`src/pkg/pwrsv_pkg.sv`:
```
// Constants and types for the power-save mode controller
package pwrsv_pkg;

    // ------------------------------------------------------------
    // Register offsets
    // ------------------------------------------------------------
    localparam logic [7:0] PWR_CONTROL_OFS = 8'h87;
    localparam logic [7:0] IRQ_EXT_CONTROL_OFS = 8'hc0;

    // ------------------------------------------------------------
    // Field positions
    // ------------------------------------------------------------
    localparam int IDLE_REQUEST_BIT = 0;
    localparam int POWERDOWN_REQUEST_BIT = 1;
    localparam int PWR_RESERVED_BIT = 5;
    localparam int IRQ_TWO_TRIGGER_TYPE = 0;
    localparam int IRQ_TWO_FLAG = 1;
    localparam int IRQ_TWO_ENABLE = 2;
    localparam int IRQ_TWO_POLARITY = 3;
    localparam int IRQ_THREE_TRIGGER_TYPE = 4;
    localparam int IRQ_THREE_FLAG = 5;
    localparam int IRQ_THREE_ENABLE = 6;
    localparam int IRQ_THREE_POLARITY = 7;

    // ------------------------------------------------------------
    // Reset values and counts
    // ------------------------------------------------------------
    localparam logic [7:0] PWR_CONTROL_RST = 8'h00;
    localparam logic [7:0] IRQ_EXT_CONTROL_RST = 8'h00;
    localparam int STARTUP_CYCLES_DEF = 1024;
    localparam int STARTUP_W = 16;
    localparam logic [1:0] RAM_BLOCK_CYCLES = 2'h2;
    localparam int PORT_W = 8;

    // ------------------------------------------------------------
    // Types
    // ------------------------------------------------------------
    typedef enum logic [2:0] {
        ST_RUN = 3'h0,
        ST_IDLE = 3'h1,
        ST_PDOWN = 3'h2,
        ST_WARMUP = 3'h3,
        ST_RSTHOLD = 3'h4
    } pwrsv_state_t;

    typedef struct packed {
        logic [7:0] addr;
        logic [7:0] wdata;
        logic wr;
        logic rd;
    } pwrsv_bus_t;

    typedef struct packed {
        logic irqZero;
        logic irqZeroEn;
        logic irqZeroEdge;
        logic irqOne;
        logic irqOneEn;
        logic irqOneEdge;
        logic irqTwo;
        logic irqThree;
        logic keypadWake;
        logic usbWake;
        logic anyIrq;
    } pwrsv_wake_t;

    typedef struct packed {
        pwrsv_state_t st;
        logic [7:0] pwrCtl;
        logic [7:0] irqCtl;
        logic [1:0] pinPrev;
        logic rstPrev;
        logic fromReset;
        logic [STARTUP_W-1:0] cnt;
        logic [1:0] ramBlk;
        logic [PORT_W-1:0] portHeld;
        logic [7:0] rdata;
        logic serve;
    } pwrsv_regs_t;

endpackage : pwrsv_pkg

```
`src/design/pwrsv_power_save.sv`:
```
// Power-save mode controller: idle, power-down, wake-up and start-up
`timescale 1ns/10ps
// What this block does
// - Idle request stops CPU clock; all CPU state is kept.
// - During idle port outputs hold the levels present at idle entry.
// - Peripheral clocks keep running in idle.
// - Enabled interrupt or reset ends idle; interrupt is serviced at once.
// - Power-down request stops oscillator and flash power.
// - RAM contents kept through power-down; SFRs need not be.
// - Power-down exits only on reset or enabled ext, keypad, USB irq.
// - Irq zero and one wake only if enabled and low/falling type.
// - Irq two and three wake when enabled with any trigger setting.
// - Irq wake restarts oscillator, holds clock until counter full.
// - Reset pin rise in power-down wakes; run starts after pin low.
// - Reset ending idle blocks RAM access for two machine cycles.
// - Power-down bit clears by CPU write or by any wake event.
// - Idle bit clears by CPU write or by any idle exit.
// - Power control register at 87h: bit 1 power-down, bit 0 idle.
// - Irq two/three have polarity bit and edge/level type bit.
module pwrsv_power_save #(
    parameter int STARTUP_CYCLES = pwrsv_pkg::STARTUP_CYCLES_DEF
) (
    input wire logic clk_sys,
    input wire logic rst,
    input wire pwrsv_pkg::pwrsv_bus_t bus,
    output logic [7:0] rdData,
    input wire logic extRstPin,
    input wire pwrsv_pkg::pwrsv_wake_t wake,
    input wire logic [pwrsv_pkg::PORT_W-1:0] portDrive,
    output logic [pwrsv_pkg::PORT_W-1:0] portPins,
    output logic cpuClkEn,
    output logic periphClkEn,
    output logic oscEn,
    output logic flashPowerOn,
    output logic ramRetain,
    output logic ramAccessBlock,
    output logic wakeServe,
    output logic coreRunning
);

    // ------------------------------------------------------------
    // State
    // ------------------------------------------------------------
    pwrsv_pkg::pwrsv_regs_t s_r;
    pwrsv_pkg::pwrsv_regs_t s_nxt;

    logic wrPwr;
    logic wrIrq;
    logic rstRise;
    logic [1:0] irqHit;
    logic pdWake;
    logic idleWake;
    logic cntFull;

    localparam logic [pwrsv_pkg::STARTUP_W-1:0] CNT_LAST =
        pwrsv_pkg::STARTUP_W'(STARTUP_CYCLES - 1);

    // ------------------------------------------------------------
    // Wake detection
    // ------------------------------------------------------------
    assign wrPwr = bus.wr && (bus.addr == pwrsv_pkg::PWR_CONTROL_OFS);
    assign wrIrq = bus.wr && (bus.addr == pwrsv_pkg::IRQ_EXT_CONTROL_OFS);
    assign rstRise = extRstPin && !s_r.rstPrev;
    assign cntFull = (s_r.cnt == CNT_LAST);

    // Per-line trigger: level compares with polarity, edge needs a change
    for (genvar i = 0; i < 2; i++) begin : g_ext
        localparam int BASE = 4 * i;
        logic pin;
        logic pol;
        logic typ;
        assign pin = (i == 0) ? wake.irqTwo : wake.irqThree;
        assign pol = s_r.irqCtl[BASE + pwrsv_pkg::IRQ_TWO_POLARITY];
        assign typ = s_r.irqCtl[BASE + pwrsv_pkg::IRQ_TWO_TRIGGER_TYPE];
        assign irqHit[i] = typ ? ((pin == pol) && (s_r.pinPrev[i] != pol))
                               : (pin == pol);
    end

    // Only low/falling type on lines zero and one; zero/one edge bits
    // report falling-edge mode, level mode means low level
    always_comb begin
        pdWake = (wake.irqZeroEn && !wake.irqZero)
            || (wake.irqOneEn && !wake.irqOne)
            || (s_r.irqCtl[pwrsv_pkg::IRQ_TWO_ENABLE] && irqHit[0])
            || (s_r.irqCtl[pwrsv_pkg::IRQ_THREE_ENABLE] && irqHit[1])
            || wake.keypadWake || wake.usbWake;
        idleWake = wake.anyIrq || pdWake;
    end

    // ------------------------------------------------------------
    // Next state
    // ------------------------------------------------------------
    always_comb begin
        s_nxt = s_r;
        s_nxt.rstPrev = extRstPin;
        s_nxt.pinPrev = {wake.irqThree, wake.irqTwo};
        s_nxt.serve = 1'b0;
        s_nxt.rdata = 8'h00;
        if (s_r.ramBlk != 2'h0) begin
            s_nxt.ramBlk = s_r.ramBlk - 2'h1;
        end
        // Hardware flags set after software clear so an event is kept
        if (wrIrq) begin
            s_nxt.irqCtl = bus.wdata;
        end
        if (irqHit[0]) begin
            s_nxt.irqCtl[pwrsv_pkg::IRQ_TWO_FLAG] = 1'b1;
        end
        if (irqHit[1]) begin
            s_nxt.irqCtl[pwrsv_pkg::IRQ_THREE_FLAG] = 1'b1;
        end
        if (bus.rd) begin
            case (bus.addr)
                pwrsv_pkg::PWR_CONTROL_OFS: s_nxt.rdata = s_r.pwrCtl;
                pwrsv_pkg::IRQ_EXT_CONTROL_OFS: s_nxt.rdata = s_r.irqCtl;
                default: s_nxt.rdata = 8'h00;
            endcase
        end
        case (s_r.st)
            pwrsv_pkg::ST_RUN: begin
                // Port follows the core while it runs
                s_nxt.portHeld = portDrive;
                if (wrPwr) begin
                    s_nxt.pwrCtl = bus.wdata;
                    s_nxt.pwrCtl[pwrsv_pkg::PWR_RESERVED_BIT] = 1'b0;
                    if (bus.wdata[pwrsv_pkg::POWERDOWN_REQUEST_BIT]) begin
                        s_nxt.pwrCtl[pwrsv_pkg::IDLE_REQUEST_BIT] = 1'b0;
                        s_nxt.st = pwrsv_pkg::ST_PDOWN;
                    end else if (bus.wdata[pwrsv_pkg::IDLE_REQUEST_BIT]) begin
                        s_nxt.st = pwrsv_pkg::ST_IDLE;
                    end
                end
            end
            pwrsv_pkg::ST_IDLE: begin
                // Port stays frozen: core clock is gated, no new drive
                if (rstRise) begin
                    s_nxt.pwrCtl[pwrsv_pkg::IDLE_REQUEST_BIT] = 1'b0;
                    s_nxt.ramBlk = pwrsv_pkg::RAM_BLOCK_CYCLES;
                    s_nxt.st = pwrsv_pkg::ST_RUN;
                end else if (idleWake) begin
                    s_nxt.pwrCtl[pwrsv_pkg::IDLE_REQUEST_BIT] = 1'b0;
                    s_nxt.serve = 1'b1;
                    s_nxt.st = pwrsv_pkg::ST_RUN;
                end
            end
            pwrsv_pkg::ST_PDOWN: begin
                if (rstRise || pdWake) begin
                    s_nxt.pwrCtl[pwrsv_pkg::POWERDOWN_REQUEST_BIT] = 1'b0;
                    s_nxt.fromReset = rstRise;
                    s_nxt.cnt = '0;
                    s_nxt.st = pwrsv_pkg::ST_WARMUP;
                end
            end
            pwrsv_pkg::ST_WARMUP: begin
                s_nxt.cnt = s_r.cnt + 1'b1;
                if (cntFull) begin
                    s_nxt.cnt = '0;
                    if (s_r.fromReset) begin
                        s_nxt.st = pwrsv_pkg::ST_RSTHOLD;
                    end else begin
                        s_nxt.serve = 1'b1;
                        s_nxt.st = pwrsv_pkg::ST_RUN;
                    end
                end
            end
            pwrsv_pkg::ST_RSTHOLD: begin
                // Pin normally outlasts the count; leave once it drops
                if (!extRstPin) begin
                    s_nxt.st = pwrsv_pkg::ST_RUN;
                end
            end
            default: begin
                s_nxt.st = pwrsv_pkg::ST_RUN;
            end
        endcase
    end

    always_ff @(posedge clk_sys or posedge rst) begin
        if (rst) begin
            s_r.st <= pwrsv_pkg::ST_RUN;
            s_r.pwrCtl <= pwrsv_pkg::PWR_CONTROL_RST;
            s_r.irqCtl <= pwrsv_pkg::IRQ_EXT_CONTROL_RST;
            s_r.pinPrev <= 2'h0;
            s_r.rstPrev <= 1'b0;
            s_r.fromReset <= 1'b0;
            s_r.cnt <= '0;
            s_r.ramBlk <= 2'h0;
            s_r.portHeld <= '0;
            s_r.rdata <= 8'h00;
            s_r.serve <= 1'b0;
        end else begin
            s_r <= s_nxt;
        end
    end

    // ------------------------------------------------------------
    // Outputs
    // ------------------------------------------------------------
    assign rdData = s_r.rdata;
    assign portPins = s_r.portHeld;
    assign cpuClkEn = (s_r.st == pwrsv_pkg::ST_RUN);
    assign coreRunning = cpuClkEn;
    assign periphClkEn = (s_r.st == pwrsv_pkg::ST_RUN)
        || (s_r.st == pwrsv_pkg::ST_IDLE);
    assign oscEn = (s_r.st != pwrsv_pkg::ST_PDOWN);
    assign flashPowerOn = (s_r.st != pwrsv_pkg::ST_PDOWN);
    // RAM kept in every mode; other registers may be lost at low supply
    assign ramRetain = 1'b1;
    assign ramAccessBlock = (s_r.ramBlk != 2'h0);
    assign wakeServe = s_r.serve;
endmodule : pwrsv_power_save

```
`config.mk`:
```
export PLATFORM = sky130hd
export DESIGN_NAME = pwrsv_power_save
export DESIGN_NICKNAME = d
export VERILOG_FILES = /design/src/pkg/pwrsv_pkg.sv /design/src/design/pwrsv_power_save.sv
export SDC_FILE = /design/constraint.sdc
export NUM_CORES = 1
export LEC_CHECK = 0
export BUFFER_PORTS_ARGS = -buffer_cell sky130_fd_sc_hd__buf_2
export CAP_MARGIN = 20
export CORE_MARGIN = 3
export CORE_UTILIZATION = 47
export CTS_CLUSTER_DIAMETER = 40
export DETAILED_ROUTE_END_ITERATION = 12
export PLACE_DENSITY = 0.68
export SLEW_MARGIN = 20
export SYNTH_ARGS = -nofsm -noshare
export SYNTH_HDL_FRONTEND = slang
export SYNTH_SLANG_ARGS = --single-unit
```
`constraint.sdc`:
```
create_clock -name clk_sys -period 2.15 [get_ports clk_sys]
set_input_delay 0.1075 -clock clk_sys [delete_from_list [all_inputs] [get_ports clk_sys]]
set_output_delay 0.1075 -clock clk_sys [all_outputs]
set_load 0.005 [all_outputs]
```
* Word-level counts from Yosys, hierarchy flattened
Index checks and enable logic that the tools add are counted.
** Storage, ports and cells
- Register bits :: 57
- Memories :: 0
- Bits in writable memories :: 0
- ROM bits :: 0
- Latch bits :: 0
** Operators by class
- $lt $le $gt $ge :: 0
- Multiplexer cells :: 34
- Equal/unequal tests :: 18
- Multipliers :: 0
- Div/mod/pow operators :: 0
- Bitwise gates (word level) :: 0
- $add $sub $neg :: 2
- Reduce and logical (&&, ||, !) cells :: 33
- Shift operators :: 0
** Operators with widths (number)
- $mux 16 :: 2
- $pmux 16 s2 :: 1
- $mux 3 :: 8
- $add 16x1->16 const B :: 1
- $eq 16x10->1 const B :: 1
- $eq 8x8->1 const B :: 2
- $pmux 8 s2 :: 1
- $pmux 3 s5 :: 1
- $mux 1 :: 12
- $reduce_bool 2->1 :: 6
- $mux 11 :: 1
- $logic_and 1x1->1 :: 9
- $logic_or 1x1->1 :: 8
- $mux 8 :: 1
- $eq 3x2->1 const B :: 2
- $mux 2 :: 3
- $mux 6 :: 1
- $ne 2x2->1 const B :: 3
- $ne 3x3->1 const B :: 2
- $pmux 1 s2 :: 3
- $reduce_and 2->1 :: 3
- $reduce_and 3->1 :: 2
- $reduce_and 6->1 :: 1
- $eq 3x1->1 const B :: 1
- 8 further kinds :: 12

* Longest topological paths before layout
- Depth in word-level cells :: 12
- Mapped depth :: 7
- Gate-level depth less buffers :: 6

* Worst setup path after synthesis
Ideal clock, no wire load.
- Kind :: flip-flop to flip-flop
- Start :: register s_r[29] in the netlist's numbering
- End :: register s_r[22] in the netlist's numbering
- Setup time :: 0.126 ns
- Arrival :: 1.677 ns
- Setup slack :: 0.347 ns
- Stages on the path, launching flop included :: 6
- Period minus slack after synthesis :: 1.803 ns
- Cell sequence :: dfrtp_1 -> or4_4 -> nor3_4 -> a21oi_2 -> buf_6 -> a221o_1
** Between the ends
- Longest elaborated chain between the ends :: 3
** Ends and longest elaborated chain
- start, declared :: line pwrsv_power_save.sv:44 : pwrsv_pkg::pwrsv_regs_t s_r;
- start signal, assigned :: line pwrsv_power_save.sv:192 : s_r <= s_nxt;
- $eq 16x10->1 :: line pwrsv_power_save.sv:64 : assign cntFull = (s_r.cnt == CNT_LAST);
- $mux 16 :: line pwrsv_power_save.sv:156 : if (cntFull) begin
- $pmux 16 s2 :: line pwrsv_power_save.sv:119 : case (s_r.st)
Every way passes these cells.
A chain may end at the register's enable or synchronous reset.

* Final worst setup path
- Start :: register s_r[33] in the netlist's numbering
- End :: register s_r[22] in the netlist's numbering
Same word-level chain as after synthesis.

==> results by group <==
Clocking
  • CTS max path bufs: 2
  • CTS root buffer: clkbuf_8
  • Clock Latency Late Sink: 0.33 ns
  • Setup Fix Bufs, Post-CTS: 0
  • H-tree level count: 3
  • CTS tree: yes
  • Sinks on Clock Net: 57
  • TritonCTS buffer count: 9
  • Clock Pin Slew Worst Setup and Hold Paths: 0.06 ns

Worst hold path
  • Hold Crit Class: input pin to flop

Synth
  • Mapped cell area: 0.002856 mm^2
  • Distinct cells, synth: 55
  • Synth Register Bits: 57
  • Synth Flop Type: dfrtp_1
  • Post-Syn Nets: 303
  • Post-Syn Area per Cell: 10.90 um^2
  • Synth area leaders: dfrtp_1, mux2_2, buf_4
  • Number of enable flip-flop cells after synthesis: 0
  • Async set or reset register ratio after synthesis: 100.0%
  • Post-synthesis sequential area ratio: 49.93%
  • Gate count of the mapped netlist: 262
  • Top-area cell type share of the netlist area: 49.93%
  • Yosys warnings: 0
  • Largest area contributor in the netlist: dfrtp_1

Placement
  • I/O Buffers: 60
  • GP Congestion: 0.8358
  • Place WS: 0.1115 ns
  • Dpl hpwl: 4317 um
  • Area after DPL: 0.003144 mm^2

Floorplan
  • Die H: 83.96 um
  • Die width: 83.96 um
  • Row Count: 27
  • Core Region: 0.005709 mm^2
  • IO Pins: 64
  • Die area: 0.007049 mm^2
  • Initial core utilization: 50.03%

Timing
  • Fmax: 503.9 MHz
  • Fin crit period: 1.985 ns
  • Rel. slew slack: 55.26%
  • Fin. Hold Viols: 0
  • RSZ-0062 raised after global routing: no
  • Period utilization: 92.31%
  • Setup Skew: 0.007251 ns
  • Final setup violation count: 0
  • TNS Setup: 0 ns
  • Final setup margin: 0.1653 ns
  • Minimum hold slack: 0.01281 ns
  • Worst Max-Slew Pin Slew: 0.6701 ns
  • Slew Viols, Final: 0

Critical path
  • CP Data Required Time: 2.36 ns
  • CP Cell Sequence: or4_4 > nor3_4 > a21oi_4 > and3_2 > a221o_1
  • CP bufs+invs: 0
  • Critical Path Slowest Stage Cell: or4_4
  • Worst stage delay on the critical path: 0.56 ns
  • WS Path Type: flop to flop
  • Delay-heaviest family, CP: simple AND/OR/NAND/NOR gates
  • Maximum net fanout on the critical path: 17
  • WP data arrival: 2.19 ns
  • Crit. End Element: flop
  • Startpoint types: flop

GRT
  • Pin count of the biggest net entering global routing: 33
  • GRT Util Overall: 17.95%
  • Number of global-route vias before repair: 2,193
  • Initial antenna violation count: 0
  • First-pass GRT wire length: 10,210 um
  • Grt ovf: 0

Cells and area
  • Design Area, Final: 0.003516 mm^2
  • N_diodes: 0
  • Commonest non-fill, non-tap cell in the layout: buf_2
  • Area delta synth->final: 23.08%
  • Layout cell share with drive strength beyond 1: 37.43%
  • Layout net count: 370
  • Most frequent cells in the layout: buf_2, dfrtp_1, nand2_1

Drt
  • Pre-antenna DRT Iters: 4
  • Total routed wirelength: 5963 um
  • Drt drc: 0
  • Routed vias: 2,216
  • Final ANT Viol Nets: 0
  • Avg Vias per Cell: 5.458
  • Average wire per standard cell: 14.69 um
  • DRT iter0 DRCs: 73

Pwr
  • LEAKAGE: 1.767 nW
  • Pwr Density: 728.0 mW/mm^2
  • Power, Total: 2.560 mW
  • Max IR drop VDD: 475.9 uV

Run status
  • Outcome: finished clean

Run
  • Max cap viols: 0
where the power goes:
| group | switching, mW | internal, mW | total, mW |
|---|---|---|---|
| Combinational | 0.0929 | 0.104 | 0.197 |
| Sequential | 0.0309 | 1.11 | 1.15 |
| Clock | 0.417 | 0.800 | 1.22 |
| Total | 0.541 | 2.02 | 2.56 |
metrics by stage:
stage / std cells / utilization [%]
CTS: 405 / 61.28
finish: 406 / 61.58
global placement: 378 / 55.07
detailed placement: 378 / 55.07
global route: 406 / 61.58
floorplan: 262 / -
path summary, 6_finish.rpt:
| kind | startpoint | endpoint | slack, ns | cells after the start |
|---|---|---|---|---|
| setup / recovery | s_r[33]$_DFFE_PP0P_ | s_r[22]$_DFFE_PP0P_ | 0.17 | 5 |
| hold / removal | portDrive[0] | portPins[0]$_DFFE_PP0P_ | 0.01 | 2 |
| setup reg to reg | s_r[33]$_DFFE_PP0P_ | s_r[22]$_DFFE_PP0P_ | 0.17 | 5 |
| hold reg to reg | s_r[17]$_DFF_PP0_ | s_r[17]$_DFF_PP0_ | 0.46 | 1 |
| max in group asynchronous | rst | portPins[3]$_DFFE_PP0P_ | 1.06 | 4 |
| min in group asynchronous | rst | s_r[30]$_DFFE_PP0P_ | 0.43 | 3 |
final cells by class:
cell class,instances,area (um^2)
repair buffers,83,503.0
fillers,476,2193
flip-flops and latches,57,1426
well taps,72,90.09
clock inverters,5,102.6
multi-input cells,171,1226
clock buffers,11,141.4
inverters,7,26.28
metal layers:
layer	part of all wire [%]	track usage, %	up-vias	wire (um)
met5	0	0	-	0
li1	-	-	1075	-
met3	4.2	3.653	17	249
met4	2.1	7.310	0	127
met1	47	24.89	1074	2804
met2	47	27.48	50	2782
worst reg2reg max path, cell delays in order, from the launching register on:
cell and delay, ns:
dfrtp_1 0.42, or4_4 0.56, nor3_4 0.23, a21oi_4 0.18, and3_2 0.23, a221o_1 0.25
Yosys cell counts (7+ instances only):
| library cell | instances |
|---|---|
| dfrtp_1 | 57 |
| nand2_1 | 24 |
| buf_4 | 20 |
| mux2_2 | 18 |
| nand3_1 | 13 |
| nor2_1 | 12 |
| and3_1 | 9 |
| nor3_1 | 9 |
| a22o_1 | 8 |
| inv_1 | 7 |
| o21ai_0 | 7 |
registers in the layout (all words and copies together), names as in the netlist:
signal     flops
g_ext.pol      2
g_ext.typ      2
portPins       8
rdData         8
s_r           36
wakeServe      1
logic make-up after synthesis:
family | share of synthesized area (%)
muxes | 7.446
adders and majority gates | 0.4380
xor gates and xnor gates | 1.840
other | 0.1313
and+or+nand+nor | 18.66
AOI/OAI and AO/OA | 14.15
buffers and inverters | 7.402
DFF | 49.93
timing repair:
action                     in CTS  in global routing
setup endpoints to repair       0                  2
hold buffers                   11                  1
hold endpoints to repair       40                  1
resized for setup               0                  1
No activity file was read; power rests on OpenSTA's default activity.
